### src/msc_cfg.svh
// Constants for the MAC frame statistics counter block.
`ifndef MSC_CFG_SVH
`define MSC_CFG_SVH

// Register port address width and data width.
`define MSC_ADDR_W 8
`define MSC_DATA_W 32

// Counter register offsets in the I/O and memory windows.
`define MSC_OFS_RX_GOOD 8'hb4
`define MSC_OFS_TX_DEFER 8'he4
`define MSC_OFS_RX_OVERRUN 8'hb8
`define MSC_OFS_TX_EXCESS 8'he8

// Counter widths.
`define MSC_W16 16
`define MSC_W32 32

// Threshold values that raise the statistics threshold event.
`define MSC_THRESH16 16'hc000
`define MSC_THRESH32 32'hc0000000

// Counter reset values.
`define MSC_RST16 16'h0000
`define MSC_RST32 32'h00000000

// Counter indices, also the bit positions in the statistics mask.
`define MSC_NCNT 4
`define MSC_IX_OVERRUN 0
`define MSC_IX_EXCESS 1
`define MSC_IX_GOOD 2
`define MSC_IX_DEFER 3

// Value returned for an unmapped read.
`define MSC_RD_NONE 32'h00000000

`endif

### src/msc_pkg.sv
// Types shared by the frame statistics counter block.
package msc_pkg;

    // Receive frame tracking, Gray coded along idle, frame, drop.
    typedef enum logic [1:0] {
        MSC_RX_IDLE = 2'b00,
        MSC_RX_FRAME = 2'b01,
        MSC_RX_DROP = 2'b11
    } msc_rx_state_t;

    // Complete state of the top module.
    typedef struct packed {
        msc_rx_state_t rx_state;
        logic rx_overrun_seen;
        logic tx_active;
        logic tx_defer_seen;
        logic tx_coll_seen;
        logic tx_excess_done;
        logic [3:0] inc;
        logic [31:0] rdata;
        logic rvalid;
        logic event_flag;
    } msc_state_t;

endpackage : msc_pkg

### src/msc_stats.sv
// Four MIB frame statistics counters with shared threshold event.
`timescale 1ns/10ps
`include "msc_cfg.svh"
// Summary of operation
// RULE1: Count address-matched receive frames that overran the receive FIFO.
// RULE2: Frames dropped because the FIFO was full at start are not counted.
// RULE3: The 16-bit overrun counter wraps to zero after all ones.
// RULE4: Overrun counter reaching the threshold sets the threshold event.
// RULE5: Counters advance only when globally enabled and their mask bit is 0.
// RULE6: Count every frame received successfully.
// RULE7: Good-receive ignores too long, FCS, length, alignment and overrun.
// RULE8: The 32-bit good-receive counter wraps to zero after all ones.
// RULE9: Good-receive counter reaching the threshold sets the threshold event.
// RULE10: Count transmit frames whose first attempt deferred to a busy medium.
// RULE11: Frames that saw any collision are not counted as deferred.
// RULE12: The 32-bit deferred-transmit counter wraps to zero after all ones.
// RULE13: Deferred counter reaching the threshold sets the threshold event.
// RULE14: Count frames whose deferral exceeded the defer limit.
// RULE15: The excessive-deferral counter advances at most once per frame.
// RULE16: The 16-bit excessive-deferral counter wraps to zero after all ones.
// RULE17: Excess counter reaching the threshold sets the threshold event.
// RULE18: A software write loads a counter; counting resumes from that value.
// RULE19: The threshold event stays set until software clears it.
module msc_stats
    import msc_pkg::*;
(
    // Clock and reset
    input wire logic clk,
    input wire logic rstn,
    // Register access through the I/O or memory window
    input wire logic reg_sel,
    input wire logic [`MSC_ADDR_W-1:0] reg_addr,
    input wire logic reg_wr,
    input wire logic reg_rd,
    input wire logic [`MSC_DATA_W-1:0] reg_wdata,
    output logic [`MSC_DATA_W-1:0] reg_rdata,
    output logic reg_rvalid,
    // Statistics control from the MAC control and mask registers
    input wire logic stats_global_enable,
    input wire logic [`MSC_NCNT-1:0] stats_counter_mask,
    // Receive frame status
    input wire logic rx_start,
    input wire logic rx_fifo_full,
    input wire logic rx_overrun,
    input wire logic rx_end,
    input wire logic rx_addr_match,
    input wire logic rx_too_long,
    input wire logic rx_fcs_err,
    input wire logic rx_len_err,
    input wire logic rx_align_err,
    // Transmit frame status
    input wire logic tx_start,
    input wire logic tx_defer,
    input wire logic tx_collision,
    input wire logic tx_excess_defer,
    input wire logic tx_end,
    // Threshold event in the interrupt status register
    input wire logic stats_event_clear,
    output logic stats_threshold_event
);
    msc_state_t cur;
    msc_state_t next_cur;

    // Raw frame events before the enable and mask gate.
    logic [`MSC_NCNT-1:0] raw_inc;

    // Counter load strobes from register writes.
    logic [`MSC_NCNT-1:0] load;

    // Counter values, zero extended to the data width.
    logic [`MSC_NCNT-1:0][`MSC_DATA_W-1:0] counts;

    // Threshold pulses, one per counter.
    logic [`MSC_NCNT-1:0] reached;

    // Selected read data for the current address.
    logic [`MSC_DATA_W-1:0] mux_data;

    // Receive qualification terms at the end of a frame.
    logic rx_frame_errors;
    logic rx_overrun_any;
    logic rx_end_kept;

    // Transmit qualification terms at the end of a frame.
    logic tx_defer_any;
    logic tx_coll_any;

    // Write decode: each counter has one offset, the write is a full word.
    always_comb begin
        load = '0;
        if (reg_sel && reg_wr) begin
            load[`MSC_IX_OVERRUN] = reg_addr == `MSC_OFS_RX_OVERRUN; // RULE18
            load[`MSC_IX_EXCESS] = reg_addr == `MSC_OFS_TX_EXCESS; // RULE18
            load[`MSC_IX_GOOD] = reg_addr == `MSC_OFS_RX_GOOD; // RULE18
            load[`MSC_IX_DEFER] = reg_addr == `MSC_OFS_TX_DEFER; // RULE18
        end
    end

    // Receive terms. An overrun pulse in the end cycle still counts, so the
    // overrun and the frame end may arrive together.
    assign rx_frame_errors = rx_too_long | rx_fcs_err | rx_len_err | rx_align_err;
    assign rx_overrun_any = cur.rx_overrun_seen | rx_overrun;
    assign rx_end_kept = rx_end && (cur.rx_state == MSC_RX_FRAME);

    // Transmit terms, also folding in pulses of the end cycle itself.
    assign tx_defer_any = cur.tx_defer_seen | tx_defer;
    assign tx_coll_any = cur.tx_coll_seen | tx_collision;

    // Frame qualification into raw increment events.
    always_comb begin
        raw_inc = '0;
        // Frames dropped at start never reach the frame state.
        raw_inc[`MSC_IX_OVERRUN] = rx_end_kept && rx_addr_match
            && rx_overrun_any; // RULE1 RULE2
        raw_inc[`MSC_IX_GOOD] = rx_end_kept && rx_addr_match
            && !rx_frame_errors && !rx_overrun_any; // RULE6 RULE7
        raw_inc[`MSC_IX_DEFER] = cur.tx_active && tx_end
            && tx_defer_any && !tx_coll_any; // RULE10 RULE11
        raw_inc[`MSC_IX_EXCESS] = cur.tx_active && tx_excess_defer
            && !cur.tx_excess_done; // RULE14 RULE15
    end

    // Next state of the whole block.
    always_comb begin
        next_cur = cur;

        // Receive tracker. Whether the FIFO is full is judged once, at the
        // start; a frame dropped whole is invisible to the host.
        unique case (cur.rx_state)
            MSC_RX_IDLE: begin
                next_cur.rx_overrun_seen = 1'b0;
                if (rx_start) begin
                    next_cur.rx_state = rx_fifo_full ? MSC_RX_DROP : MSC_RX_FRAME; // RULE2
                end
            end
            MSC_RX_FRAME: begin
                if (rx_overrun) begin
                    next_cur.rx_overrun_seen = 1'b1; // RULE1
                end
                if (rx_end) begin
                    next_cur.rx_state = MSC_RX_IDLE;
                    next_cur.rx_overrun_seen = 1'b0;
                end
            end
            MSC_RX_DROP: begin
                if (rx_end) begin
                    next_cur.rx_state = MSC_RX_IDLE;
                end
            end
            default: begin
                next_cur.rx_state = MSC_RX_IDLE;
                next_cur.rx_overrun_seen = 1'b0;
            end
        endcase

        // Transmit tracker. The excess flag stays up through every deferral
        // period of the frame and drops only at the frame boundary.
        if (tx_start) begin
            next_cur.tx_active = 1'b1;
            next_cur.tx_defer_seen = tx_defer;
            next_cur.tx_coll_seen = tx_collision;
            next_cur.tx_excess_done = 1'b0;
        end else if (cur.tx_active) begin
            if (tx_defer) begin
                next_cur.tx_defer_seen = 1'b1; // RULE10
            end
            if (tx_collision) begin
                next_cur.tx_coll_seen = 1'b1; // RULE11
            end
            if (tx_excess_defer) begin
                next_cur.tx_excess_done = 1'b1; // RULE15
            end
            if (tx_end) begin
                next_cur.tx_active = 1'b0;
                next_cur.tx_defer_seen = 1'b0;
                next_cur.tx_coll_seen = 1'b0;
                next_cur.tx_excess_done = 1'b0;
            end
        end

        // Enable and mask gate; a masked event is lost, not deferred.
        next_cur.inc = raw_inc & {`MSC_NCNT{stats_global_enable}}
            & ~stats_counter_mask; // RULE5

        // Read port: data is registered and held until the next read.
        next_cur.rvalid = reg_sel && reg_rd;
        if (reg_sel && reg_rd) begin
            next_cur.rdata = mux_data;
        end

        // Sticky threshold event; a new crossing wins over a clear.
        next_cur.event_flag = (cur.event_flag && !stats_event_clear)
            || (|reached); // RULE19
    end

    // State register.
    always_ff @(posedge clk or negedge rstn) begin
        if (!rstn) begin
            cur <= '{
                rx_state: MSC_RX_IDLE,
                rx_overrun_seen: 1'b0,
                tx_active: 1'b0,
                tx_defer_seen: 1'b0,
                tx_coll_seen: 1'b0,
                tx_excess_done: 1'b0,
                inc: '0,
                rdata: `MSC_RD_NONE,
                rvalid: 1'b0,
                event_flag: 1'b0
            };
        end else begin
            cur <= next_cur;
        end
    end

    // One counter per statistic; the first two are 16 bits, the rest 32.
    genvar gi;
    generate
        for (gi = 0; gi < `MSC_NCNT; gi++) begin : g_cnt
            if (gi < 2) begin : g_narrow
                logic [`MSC_W16-1:0] value;
                // Overrun loss and excessive deferral counters.
                msc_counter #(
                    .WIDTH(`MSC_W16),
                    .THRESH(`MSC_THRESH16),
                    .RST(`MSC_RST16)
                ) u_cnt (
                    .clk(clk),
                    .rstn(rstn),
                    .inc(cur.inc[gi]),
                    .load(load[gi]),
                    .load_value(reg_wdata[`MSC_W16-1:0]),
                    .count(value),
                    .reached(reached[gi]) // RULE4 RULE17
                );
                // Upper bits of a 16-bit counter read as zero.
                assign counts[gi] = {{(`MSC_DATA_W - `MSC_W16){1'b0}}, value};
            end else begin : g_wide
                // Good receive and deferred transmit counters.
                msc_counter #(
                    .WIDTH(`MSC_W32),
                    .THRESH(`MSC_THRESH32),
                    .RST(`MSC_RST32)
                ) u_cnt (
                    .clk(clk),
                    .rstn(rstn),
                    .inc(cur.inc[gi]),
                    .load(load[gi]),
                    .load_value(reg_wdata),
                    .count(counts[gi]),
                    .reached(reached[gi]) // RULE9 RULE13
                );
            end
        end
    endgenerate

    // Address to read data.
    msc_read_mux u_rd (
        .addr(reg_addr),
        .counts(counts),
        .data(mux_data)
    );

    // Outputs come straight from the state register.
    assign reg_rdata = cur.rdata;
    assign reg_rvalid = cur.rvalid;
    assign stats_threshold_event = cur.event_flag; // RULE4 RULE9 RULE13 RULE17
endmodule : msc_stats

### src/msc_counter.sv
// Wrapping statistics counter with software load and threshold pulse.
`timescale 1ns/10ps
module msc_counter #(
    parameter int WIDTH = 16,
    parameter logic [WIDTH-1:0] THRESH = {WIDTH{1'b1}},
    parameter logic [WIDTH-1:0] RST = {WIDTH{1'b0}}
) (
    // Clock and reset
    input wire logic clk,
    input wire logic rstn,
    // Count control
    input wire logic inc,
    input wire logic load,
    input wire logic [WIDTH-1:0] load_value,
    // Results
    output logic [WIDTH-1:0] count,
    output logic reached
);
    typedef struct packed {
        logic [WIDTH-1:0] count;
        logic reached;
    } msc_cnt_state_t;

    localparam logic [WIDTH-1:0] ONE = WIDTH'(1);

    msc_cnt_state_t cur;
    msc_cnt_state_t next_cur;

    // A load beats an increment in the same cycle so software sees exactly
    // what it wrote; the lost event is one count at most.
    always_comb begin
        next_cur = cur;
        next_cur.reached = 1'b0;
        if (load) begin
            next_cur.count = load_value; // RULE18
        end else if (inc) begin
            // All ones plus one falls back to zero by the register width.
            next_cur.count = cur.count + ONE; // RULE3 RULE8 RULE12 RULE16
            next_cur.reached = (cur.count + ONE) == THRESH;
        end
    end

    // State register.
    always_ff @(posedge clk or negedge rstn) begin
        if (!rstn) begin
            cur <= '{count: RST, reached: 1'b0};
        end else begin
            cur <= next_cur;
        end
    end

    assign count = cur.count;
    assign reached = cur.reached;
endmodule : msc_counter

### src/msc_read_mux.sv
// Read data selection for the statistics counter registers.
`timescale 1ns/10ps
`include "msc_cfg.svh"
module msc_read_mux (
    // Address
    input wire logic [`MSC_ADDR_W-1:0] addr,
    // Counter values, zero extended
    input wire logic [`MSC_NCNT-1:0][`MSC_DATA_W-1:0] counts,
    // Selected data
    output logic [`MSC_DATA_W-1:0] data
);
    // Unmapped offsets read as zero.
    always_comb begin
        case (addr)
            `MSC_OFS_RX_OVERRUN: data = counts[`MSC_IX_OVERRUN];
            `MSC_OFS_TX_EXCESS: data = counts[`MSC_IX_EXCESS];
            `MSC_OFS_RX_GOOD: data = counts[`MSC_IX_GOOD];
            `MSC_OFS_TX_DEFER: data = counts[`MSC_IX_DEFER];
            default: data = `MSC_RD_NONE;
        endcase
    end
endmodule : msc_read_mux

### config.mk
export PLATFORM = sky130hd
export DESIGN_NAME = msc_stats
export DESIGN_NICKNAME = d
export VERILOG_FILES = /design/src/msc_pkg.sv /design/src/msc_stats.sv /design/src/msc_counter.sv /design/src/msc_read_mux.sv
export VERILOG_INCLUDE_DIRS = /design/src
export SDC_FILE = /design/constraint.sdc
export NUM_CORES = 1
export LEC_CHECK = 0
export BUFFER_PORTS_ARGS = -buffer_cell sky130_fd_sc_hd__buf_2
export CELL_PAD_IN_SITES_DETAIL_PLACEMENT = 1
export CELL_PAD_IN_SITES_GLOBAL_PLACEMENT = 1
export CORE_MARGIN = 5
export CORE_UTILIZATION = 45
export DETAILED_ROUTE_END_ITERATION = 8
export GPL_TIMING_DRIVEN = 0
export PLACE_DENSITY_LB_ADDON = 0.1
export SLEW_MARGIN = 20
export SYNTH_ARGS = -nofsm -noshare
export SYNTH_HDL_FRONTEND = slang
export SYNTH_SLANG_ARGS = --single-unit
### constraint.sdc
create_clock -name clk -period 3.9 [get_ports clk]
set_input_delay 0.78 -clock clk [delete_from_list [all_inputs] [get_ports clk]]
set_output_delay 0.78 -clock clk [all_outputs]
set_load 0.01 [all_outputs]
==> results by group, run 1 <==
STA
  – Final Max Slew Viols: 0
  – Count of endpoints failing setup in the final report: 0
  – Max-Slew Margin vs Limit: 0.2163
  – Final critical-path share of the clock period: 0.7879
  – Skew final: ~11 ps
  – Highest achievable clock rate: about 0.33 GHz
  – Smallest hold slack: 266.3 ps
  – Final hold viol count: 0
  – Transition time at the pin with the least slew margin: 1165 ps
  – Unrepaired setup endpoints after global routing: false
  – Minimum clock period after layout: between 3000 and 4000 ps

Detailed routing
  – DR WL/cell: 21.47 um
  – Met3 WL: roughly 1.9 mm
  – Top Layer Used: met4
  – Violation count after the first detailed-routing iteration: between 600 and 700
  – Total DRC errors in the routed layout: 0
  – Length of routed wiring on met1: between 10 and 15 mm
  – Total Wirelength: between 30 and 40 mm
  – Length of the first detailed-routing pass in iterations: 7
  – Vias per inst: 5.869
  – Post-route ant nets: 0
  – Vias after detailed routing: around 8600
  – Met2 wire len: roughly 15 mm

Yosys
  – Number of nets in the synthesized netlist: 1146
  – EDFF count, synth: 0
  – Ys async rst share: 1.000
  – Total of warnings raised by yosys: 0
  – Register area share after synthesis: 0.4011
  – Synth Flop Type: dfrtp_1
  – Cells after Synth: 1077
  – Number of storage elements in the synthesis netlist: roughly 150
  – Netlist cell types: 60
  – Leading post-synthesis cells by cell area: dfrtp_1 (40%), nand2_1 (8.3%), o21ai_0 (7.6%), xor2_1 (6.5%), xnor2_1 (4.1%)
  – Most area-hungry cell type in the Yosys netlist: dfrtp_1
  – Fraction of synthesized cell area taken by the top area cell type: 0.4011
  – Post-synth design cell area: between 9000 and 10000 um2
  – Mean instance size in the synthesized netlist: about 8.4 um2

Die
  – Core region area: 19650 um2
  – Chip height: ~150 um
  – I/O pin count: between 90 and 100
  – Starting utilization of the core area: 0.4603
  – Die Wd: about 150 um
  – Number of placement rows: 51
  – Die area: around 23000 um2

Critical path
  – R2r startpoint: g_cnt[0].g_narrow.u_cnt.count[2]$_DFFE_PN0P_
  – Setup crit end kind: flip-flop
  – Category of the most critical setup path: primary input to flip-flop
  – Peak fanout along the critical path: 10
  – Critical path launch point type: primary input
  – Logic depth of the worst setup path including buffers: 7
  – Maximum single-stage delay on the critical path: 590 ps
  – Cell depth of the worst flop-to-flop path: 7
  – Arrival time at the worst endpoint: between 3000 and 4000 ps
  – Crit path max-delay family: simple AND/OR/NAND/NOR gates
  – CP most frequent cell: clkbuf_1
  – Reg2reg setup slack: approximately 860 ps
  – Reg-to-Reg End: g_cnt[0].g_narrow.u_cnt.reached$_DFF_PN0_
  – Worst path slowest cell: or4b_1
  – List of cells traversed by the critical path: buf_2, or4b_1, nor2_1, clkbuf_1, clkbuf_1, a22oi_1, o21ai_0
  – Data required, critical path: 4250 ps
  – CP Buf/Inv Count: 3

Final layout
  – Area overhead of the layout relative to synthesis: 15.78%
  – Net total in the final layout: ~1300
  – Finished layout cell area: between 10000 and 15000 um2
  – Sequential cell area in the final layout: ~3600 um2
  – Most frequent standard cell in the layout excluding fill and tap cells: nand2_1
  – Filler Cell Count: roughly 2400
  – Fraction of layout cells with a size suffix above 1: 0.1632
  – Multi-input combinational cell area: about 4800 um2
  – Leading cell types in the layout, fill and taps excluded: nand2_1 (201), dfrtp_1 (145), o21ai_0 (137), buf_2 (108), xor2_1 (67)
  – Number of diodes: 0

Pwr
  – Clock network fraction of total power: 0.317
  – Int Pwr: ~3.2 mW
  – Leak pwr: roughly 4.1 nW
  – Switching power: between 1.5 and 2 mW
  – Share of power burned in combinational logic: 0.276
  – Pwr per Cell Area: between 400 and 500 nW/um2
  – Portion of total power attributed to sequential cells: 0.407
  – Net switching share of the total power: 0.3723
  – Max VDD drop: between 0.0003 and 0.0004 V

CTS
  – Skew-Pair Late Insertion Delay: 430 ps
  – TritonCTS clock tree: built
  – Clock-pin slew on the worst setup and hold paths: 70 ps
  – Buffer type at the clock tree root: clkbuf_16
  – TritonCTS Buffers: 17
  – Post-CTS resize count: 0
  – Clock tree sinks: around 150
  – Number of setup buffers added after CTS: 0
  – # hold bufs at CTS: 0
  – Number of levels the H-tree was split into: 4
  – Clk buf depth: 2

Global routing
  – Number of global-route vias before repair: around 9000
  – GRT Resource Usage Total: 0.2810
  – GR Overflow Total: 0
  – Pin count of the biggest net entering global routing: 96
  – Antenna violations before repair: 1
  – Global-route wire length before repair: between 40 and 50 mm

Placed design
  – Placed instance area: a little under 10000 um2
  – Final weighted congestion of routability-driven global placement: around 0.98
  – Final HPWL DP: between 20 and 25 mm
  – Port Buffer Count: 98

Run status
  – Run status: finished clean

Job
  – Number of max-capacitance violations reported: 0

Min path
  – Worst hold path type: primary input to async pin
cells in the mapped netlist (27+ instances only):
cell type  count
o21ai_0      137
xnor2_1       42
clkbuf_1      56
nand3_1       51
nand4_1       38
nor3_1        27
xor2_1        67
buf_4         36
nand2_1      201
dfrtp_1      145
nor2_1        56
per-layer routing:
layer / track usage / up-vias
met4: 0.06918 / 0
met2: 0.4480 / 239
met3: 0.05086 / 46
met5: 0 / -
met1: 0.3980 / 4345
li1: - / 4009
sequential cells by signal, indices dropped and copies added, names as in the netlist:
name / flops
reg_rdata: 32
g_cnt.g_wide.u_cnt.reached: 2
stats_threshold_event: 1
reg_rvalid: 1
g_cnt.g_wide.u_cnt.count: 64
g_cnt.g_narrow.u_cnt.reached: 2
cur: 11
g_cnt.g_narrow.u_cnt.count: 32
final cells by class:
class	instances	share of cell area
Buffer	107	0.05256
Clock buffer	19	0.04133
Clock inverter	12	0.01290
Inverter	16	0.005734
Multi-Input combinational cell	809	0.4590
Sequential cell	145	0.3464
Tap cell	265	0.03166
Timing Repair Buffer	99	0.05041
through the flow:
stage	power [mW]	worst slack [ps]	TNS, ps	util	std cells
finish	5.123	827.3	0	0.5329	1472
global route	5.395	618.7	0	0.5329	1472
CTS	5.124	853.7	0	0.5329	1472
detailed placement	3.483	411.7	0	0.5040	1441
global placement	3.424	-146.8	-18650	0.5021	1440
floorplan	3.007	1389	0	-	1077
logic make-up (layout without fill, tap and decap cells):
logic type | after synthesis | in the layout | share of synthesized area
AOI/OAI and AO/OA | 232 | 232 | 0.1555
xor gates and xnor gates | 109 | 109 | 0.1055
adders and majority gates | 4 | 4 | 0.005533
buffers and inverters | 123 | 253 | 0.06750
DFF | 145 | 145 | 0.4011
muxes | 14 | 14 | 0.01632
and+or+nand+nor | 450 | 450 | 0.2486
worst max path at each step:
stage | slack [ps] | to | start
6_report | 830 | reg_rdata[30]$_DFFE_PN0P_ | reg_addr[3]
5_1_grt | 620 | g_cnt[2].g_wide.u_cnt.reached$_DFF_PN0_ | g_cnt[2].g_wide.u_cnt.count[0]$_DFFE_PN0P_
4_1_cts | 850 | g_cnt[2].g_wide.u_cnt.count[31]$_DFFE_PN0P_ | reg_addr[3]
3_5_place_dp | 410 | g_cnt[2].g_wide.u_cnt.count[31]$_DFFE_PN0P_ | reg_addr[3]
3_3_place_gp | -150 | reg_rdata[30]$_DFFE_PN0P_ | rstn
2_1_floorplan | 1390 | g_cnt[1].g_narrow.u_cnt.count[12]$_DFFE_PN0P_ | reg_addr[2]
power by group through the flow:
stage | Combinational [mW] | Sequential (mW) | Clock (mW)
after floorplan | 1.03 | 1.98 | 0
after global placement | 1.34 | 2.09 | 0
after detailed placement | 1.39 | 2.10 | 0
after CTS | 1.40 | 2.07 | 1.65
after global routing | 1.55 | 2.12 | 1.73
final | 1.41 | 2.09 | 1.62
Power figures use the tool's default switching activity.
==> run 2, diff against run 1 <==
--- a/config.mk
+++ b/config.mk
@@ -10,7 +10,7 @@
 export CELL_PAD_IN_SITES_DETAIL_PLACEMENT = 1
 export CELL_PAD_IN_SITES_GLOBAL_PLACEMENT = 1
 export CORE_MARGIN = 5
-export CORE_UTILIZATION = 45
+export CORE_UTILIZATION = 41
 export DETAILED_ROUTE_END_ITERATION = 8
 export GPL_TIMING_DRIVEN = 0
 export PLACE_DENSITY_LB_ADDON = 0.1
==> constraint.sdc (replaced) <==
create_clock -name clk -period 2.7 [get_ports clk]
set_input_delay 0.54 -clock clk [delete_from_list [all_inputs] [get_ports clk]]
set_output_delay 0.54 -clock clk [all_outputs]
set_load 0.01 [all_outputs]
==> run 2 against run 1 <==
Compared with the run above: global-route usage down 2.7 points; die area increased by 9.1%; power is 48% higher; sequential power up 45%; sequential cell count is the same; via count decreased by 0.88%; largest cell class unchanged.
==> results by group, run 2 (synthesis gave the netlist of run 1 again) <==
CTS
  – TritonCTS Buffers: 17 (unchanged)
  – Clk buf depth: 2 (unchanged)
  – Buffer type at the clock tree root: clkbuf_16 (unchanged)
  – Clock-pin slew on the worst setup and hold paths: 60 ps (was 70 ps)
  – TritonCTS clock tree: built (unchanged)
  – Clock tree sinks: 145 (unchanged)
  – Number of levels the H-tree was split into: 4 (unchanged)
  – Skew-Pair Late Insertion Delay: 420 ps (was 430 ps)

Pwr
  – Clock network fraction of total power: 0.324 (was 0.317)
  – Switching power: 2.763 mW (was 1.907 mW)
  – Net switching share of the total power: 0.3639 (was 0.3723)
  – Post-layout power: 7.593 mW (was 5.123 mW)
  – Int Pwr: 4.830 mW (was 3.215 mW)
  – Leak pwr: 4.134 nW (was 4.070 nW)
  – Portion of total power attributed to sequential cells: 0.399 (was 0.407)
  – Max VDD drop: 0.0004698 V (was 0.0003427 V)
  – Pwr per Cell Area: 716.3 nW/um2 (was 489.1 nW/um2)
  – Share of power burned in combinational logic: 0.276 (about the same)

STA
  – Unrepaired setup endpoints after global routing: false (unchanged)
  – Final hold viol count: 0 (unchanged)
  – Minimum clock period after layout: 2577 ps
  – Count of endpoints failing setup in the final report: 0 (unchanged)
  – Skew final: 9.915 ps (was 10.86 ps)
  – Worst Setup Slack, final: 122.6 ps (was 827.3 ps)
  – Final TNS setup: 0 ps (unchanged)
  – Final critical-path share of the clock period: 0.9546
  – Highest achievable clock rate: 0.3880 GHz
  – Final Max Slew Viols: 0 (unchanged)
  – Max-Slew Margin vs Limit: 0.4139 (was 0.2163)
  – Transition time at the pin with the least slew margin: 871.1 ps (was 1165 ps)

Detailed routing
  – DR WL/cell: 21.35 um (was 21.47 um)
  – Met3 WL: 1.753 mm (was 1.895 mm)
  – Vias after detailed routing: 8563 (was 8639)
  – Top Layer Used: met4 (unchanged)
  – Met2 wire len: 14.35 mm (was 14.57 mm)
  – Length of the first detailed-routing pass in iterations: 5 (was 7)
  – Post-route ant nets: 0 (unchanged)
  – Vias per inst: 5.759 (was 5.869)
  – Length of routed wiring on met1: 15.04 mm (was 14.56 mm)
  – Total DRC errors in the routed layout: 0 (unchanged)
  – Total Wirelength: 31.75 mm (was 31.61 mm)
  – Violation count after the first detailed-routing iteration: 618 (was 637)

Critical path
  – Maximum single-stage delay on the critical path: 460 ps (was 590 ps)
  – List of cells traversed by the critical path: ha_1, nand4_1, nor2_2, nand3_1, nor2_1, xor2_1, or4_1, a2111oi_1 (was buf_2, or4b_1, nor2_1, clkbuf_1, clkbuf_1, a22oi_1, o21ai_0)
  – Worst path slowest cell: or4_1 (was or4b_1)
  – Data required, critical path: 2990 ps (was 4250 ps)
  – Arrival time at the worst endpoint: 2870 ps (was 3420 ps)
  – Critical path launch point type: flip-flop (was primary input)
  – Peak fanout along the critical path: 4 (was 10)
  – Setup crit end kind: flip-flop (unchanged)
  – Category of the most critical setup path: flip-flop to flip-flop (was primary input to flip-flop)

Final layout
  – Number of diodes: 0 (unchanged)
  – Fraction of layout cells with a size suffix above 1: 0.1798 (was 0.1632)
  – Sequential cell area in the final layout: 3632 um2 (was 3628 um2)
  – Leading cell types in the layout, fill and taps excluded: nand2_1 (201), dfrtp_1 (142), o21ai_0 (136), buf_2 (108), xor2_1 (67) (was nand2_1 (201), dfrtp_1 (145), o21ai_0 (137), buf_2 (108), xor2_1 (67))
  – Finished layout cell area: 10600 um2 (was 10470 um2)
  – Max reg flops: 64 (unchanged)
  – Most frequent standard cell in the layout excluding fill and tap cells: nand2_1 (unchanged)
  – Final Util: 0.4872 (was 0.5329)
  – Filler Cell Count: 2660 (was 2445)
  – Area overhead of the layout relative to synthesis: 17.18% (was 15.78%)
  – Multi-input combinational cell area: 4861 um2 (was 4807 um2)
  – Net total in the final layout: 1264 (unchanged)

Die
  – Number of placement rows: 54 (was 51)
  – I/O pin count: 99 (unchanged)
  – Starting utilization of the core area: 0.4158 (was 0.4603)
  – Chip height: 158.5 um (was 151.8 um)
  – Core region area: 21760 um2 (was 19650 um2)
  – Die Wd: 158.5 um (was 151.8 um)
  – Die area: 25130 um2 (was 23040 um2)

Run status
  – Run status: finished clean (unchanged)

Placed design
  – Port Buffer Count: 98 (unchanged)
  – Final weighted congestion of routability-driven global placement: 0.9212 (was 0.9834)
  – Placed instance area: 9925 um2 (was 9906 um2)
  – Final HPWL DP: 23.91 mm (was 23.45 mm)
  – Placement Setup Slack: -457.1 ps (was 411.7 ps)

Global routing
  – GRT Resource Usage Total: 0.2538 (was 0.2810)
  – GR Overflow Total: 0 (unchanged)
  – Antenna violations before repair: 0 (was 1)
  – Number of global-route vias before repair: 8522 (was 8766)
  – Pin count of the biggest net entering global routing: 88 (was 96)
  – Global-route wire length before repair: 49.07 mm (was 49.08 mm)

Min path
  – Worst hold path type: primary input to async pin (unchanged)

Job
  – Number of max-capacitance violations reported: 0 (unchanged)
[run 2: per-stage QoR]
stage	hold slack (ps)	instances
floorplan	244.4	1077
CTS	54.35	1488
global route	72.48	1487
detailed placement	474.2	1456
finish	36.30	1487
global placement	463.7	1455
[run 2: final cells by class]
class,instances,share of cell area
timing repair buffer,101,0.05123
clock inverter,10,0.01263
tap,280,0.03305
clock buffer,21,0.04438
multi-input combinational,809,0.4586
sequential,145,0.3427
inverter,16,0.005666
buffer,105,0.05182
[run 2: power by group through the flow]
stage / sequential (mW) / clock [mW] / combinational, mW
floorplan: 2.86 / 0 / 1.48
global placement: 3.03 / 0 / 1.95
detailed placement: 3.04 / 0 / 2.02
CTS: 3.01 / 2.50 / 2.07
global route: 3.08 / 2.60 / 2.32
finish: 3.03 / 2.46 / 2.10
[run 2: worst paths after layout]
check	startpoint	endpoint	slack (ps)	cells after the start
setup / recovery	g_cnt[1].g_narrow.u_cnt.count[0]$_DFFE_PN0P_	g_cnt[1].g_narrow.u_cnt.reached$_DFF_PN0_	120	8
hold / removal	rstn	cur[38]$_DFFE_PN0P_	40	1
setup reg to reg	g_cnt[1].g_narrow.u_cnt.count[0]$_DFFE_PN0P_	g_cnt[1].g_narrow.u_cnt.reached$_DFF_PN0_	120	8
hold reg to reg	reg_rdata[15]$_DFFE_PN0P_	reg_rdata[15]$_DFFE_PN0P_	480	2
max in group asynchronous	rstn	reg_rdata[28]$_DFFE_PN0P_	1830	2
min in group clk	stats_counter_mask[1]	cur[35]$_DFF_PN0_	260	2
[run 2: per-layer routing]
metal | GRT usage | vias to the layer above
li1 | - | 4006
met1 | 0.3722 | 4276
met2 | 0.3959 | 241
met3 | 0.03724 | 40
met4 | 0.06214 | 0
met5 | 0 | -
[run 2: worst max-delay path: cells and delay by family, from the launching register on]
kind                       cells  cell delay [ps]
AOI/OAI and AO/OA              1              430
DFF                            1              430
xor gates and xnor gates       1              110
and+or+nand+nor                5             1200
adders and majority gates      1              260
[run 2: what timing repair did]
action	CTS	global route
buffers inserted	1	1
hold buffers	0	0
gates resized for setup	7	17
pin swaps	1	0
endpoints found under the setup margin	11	54
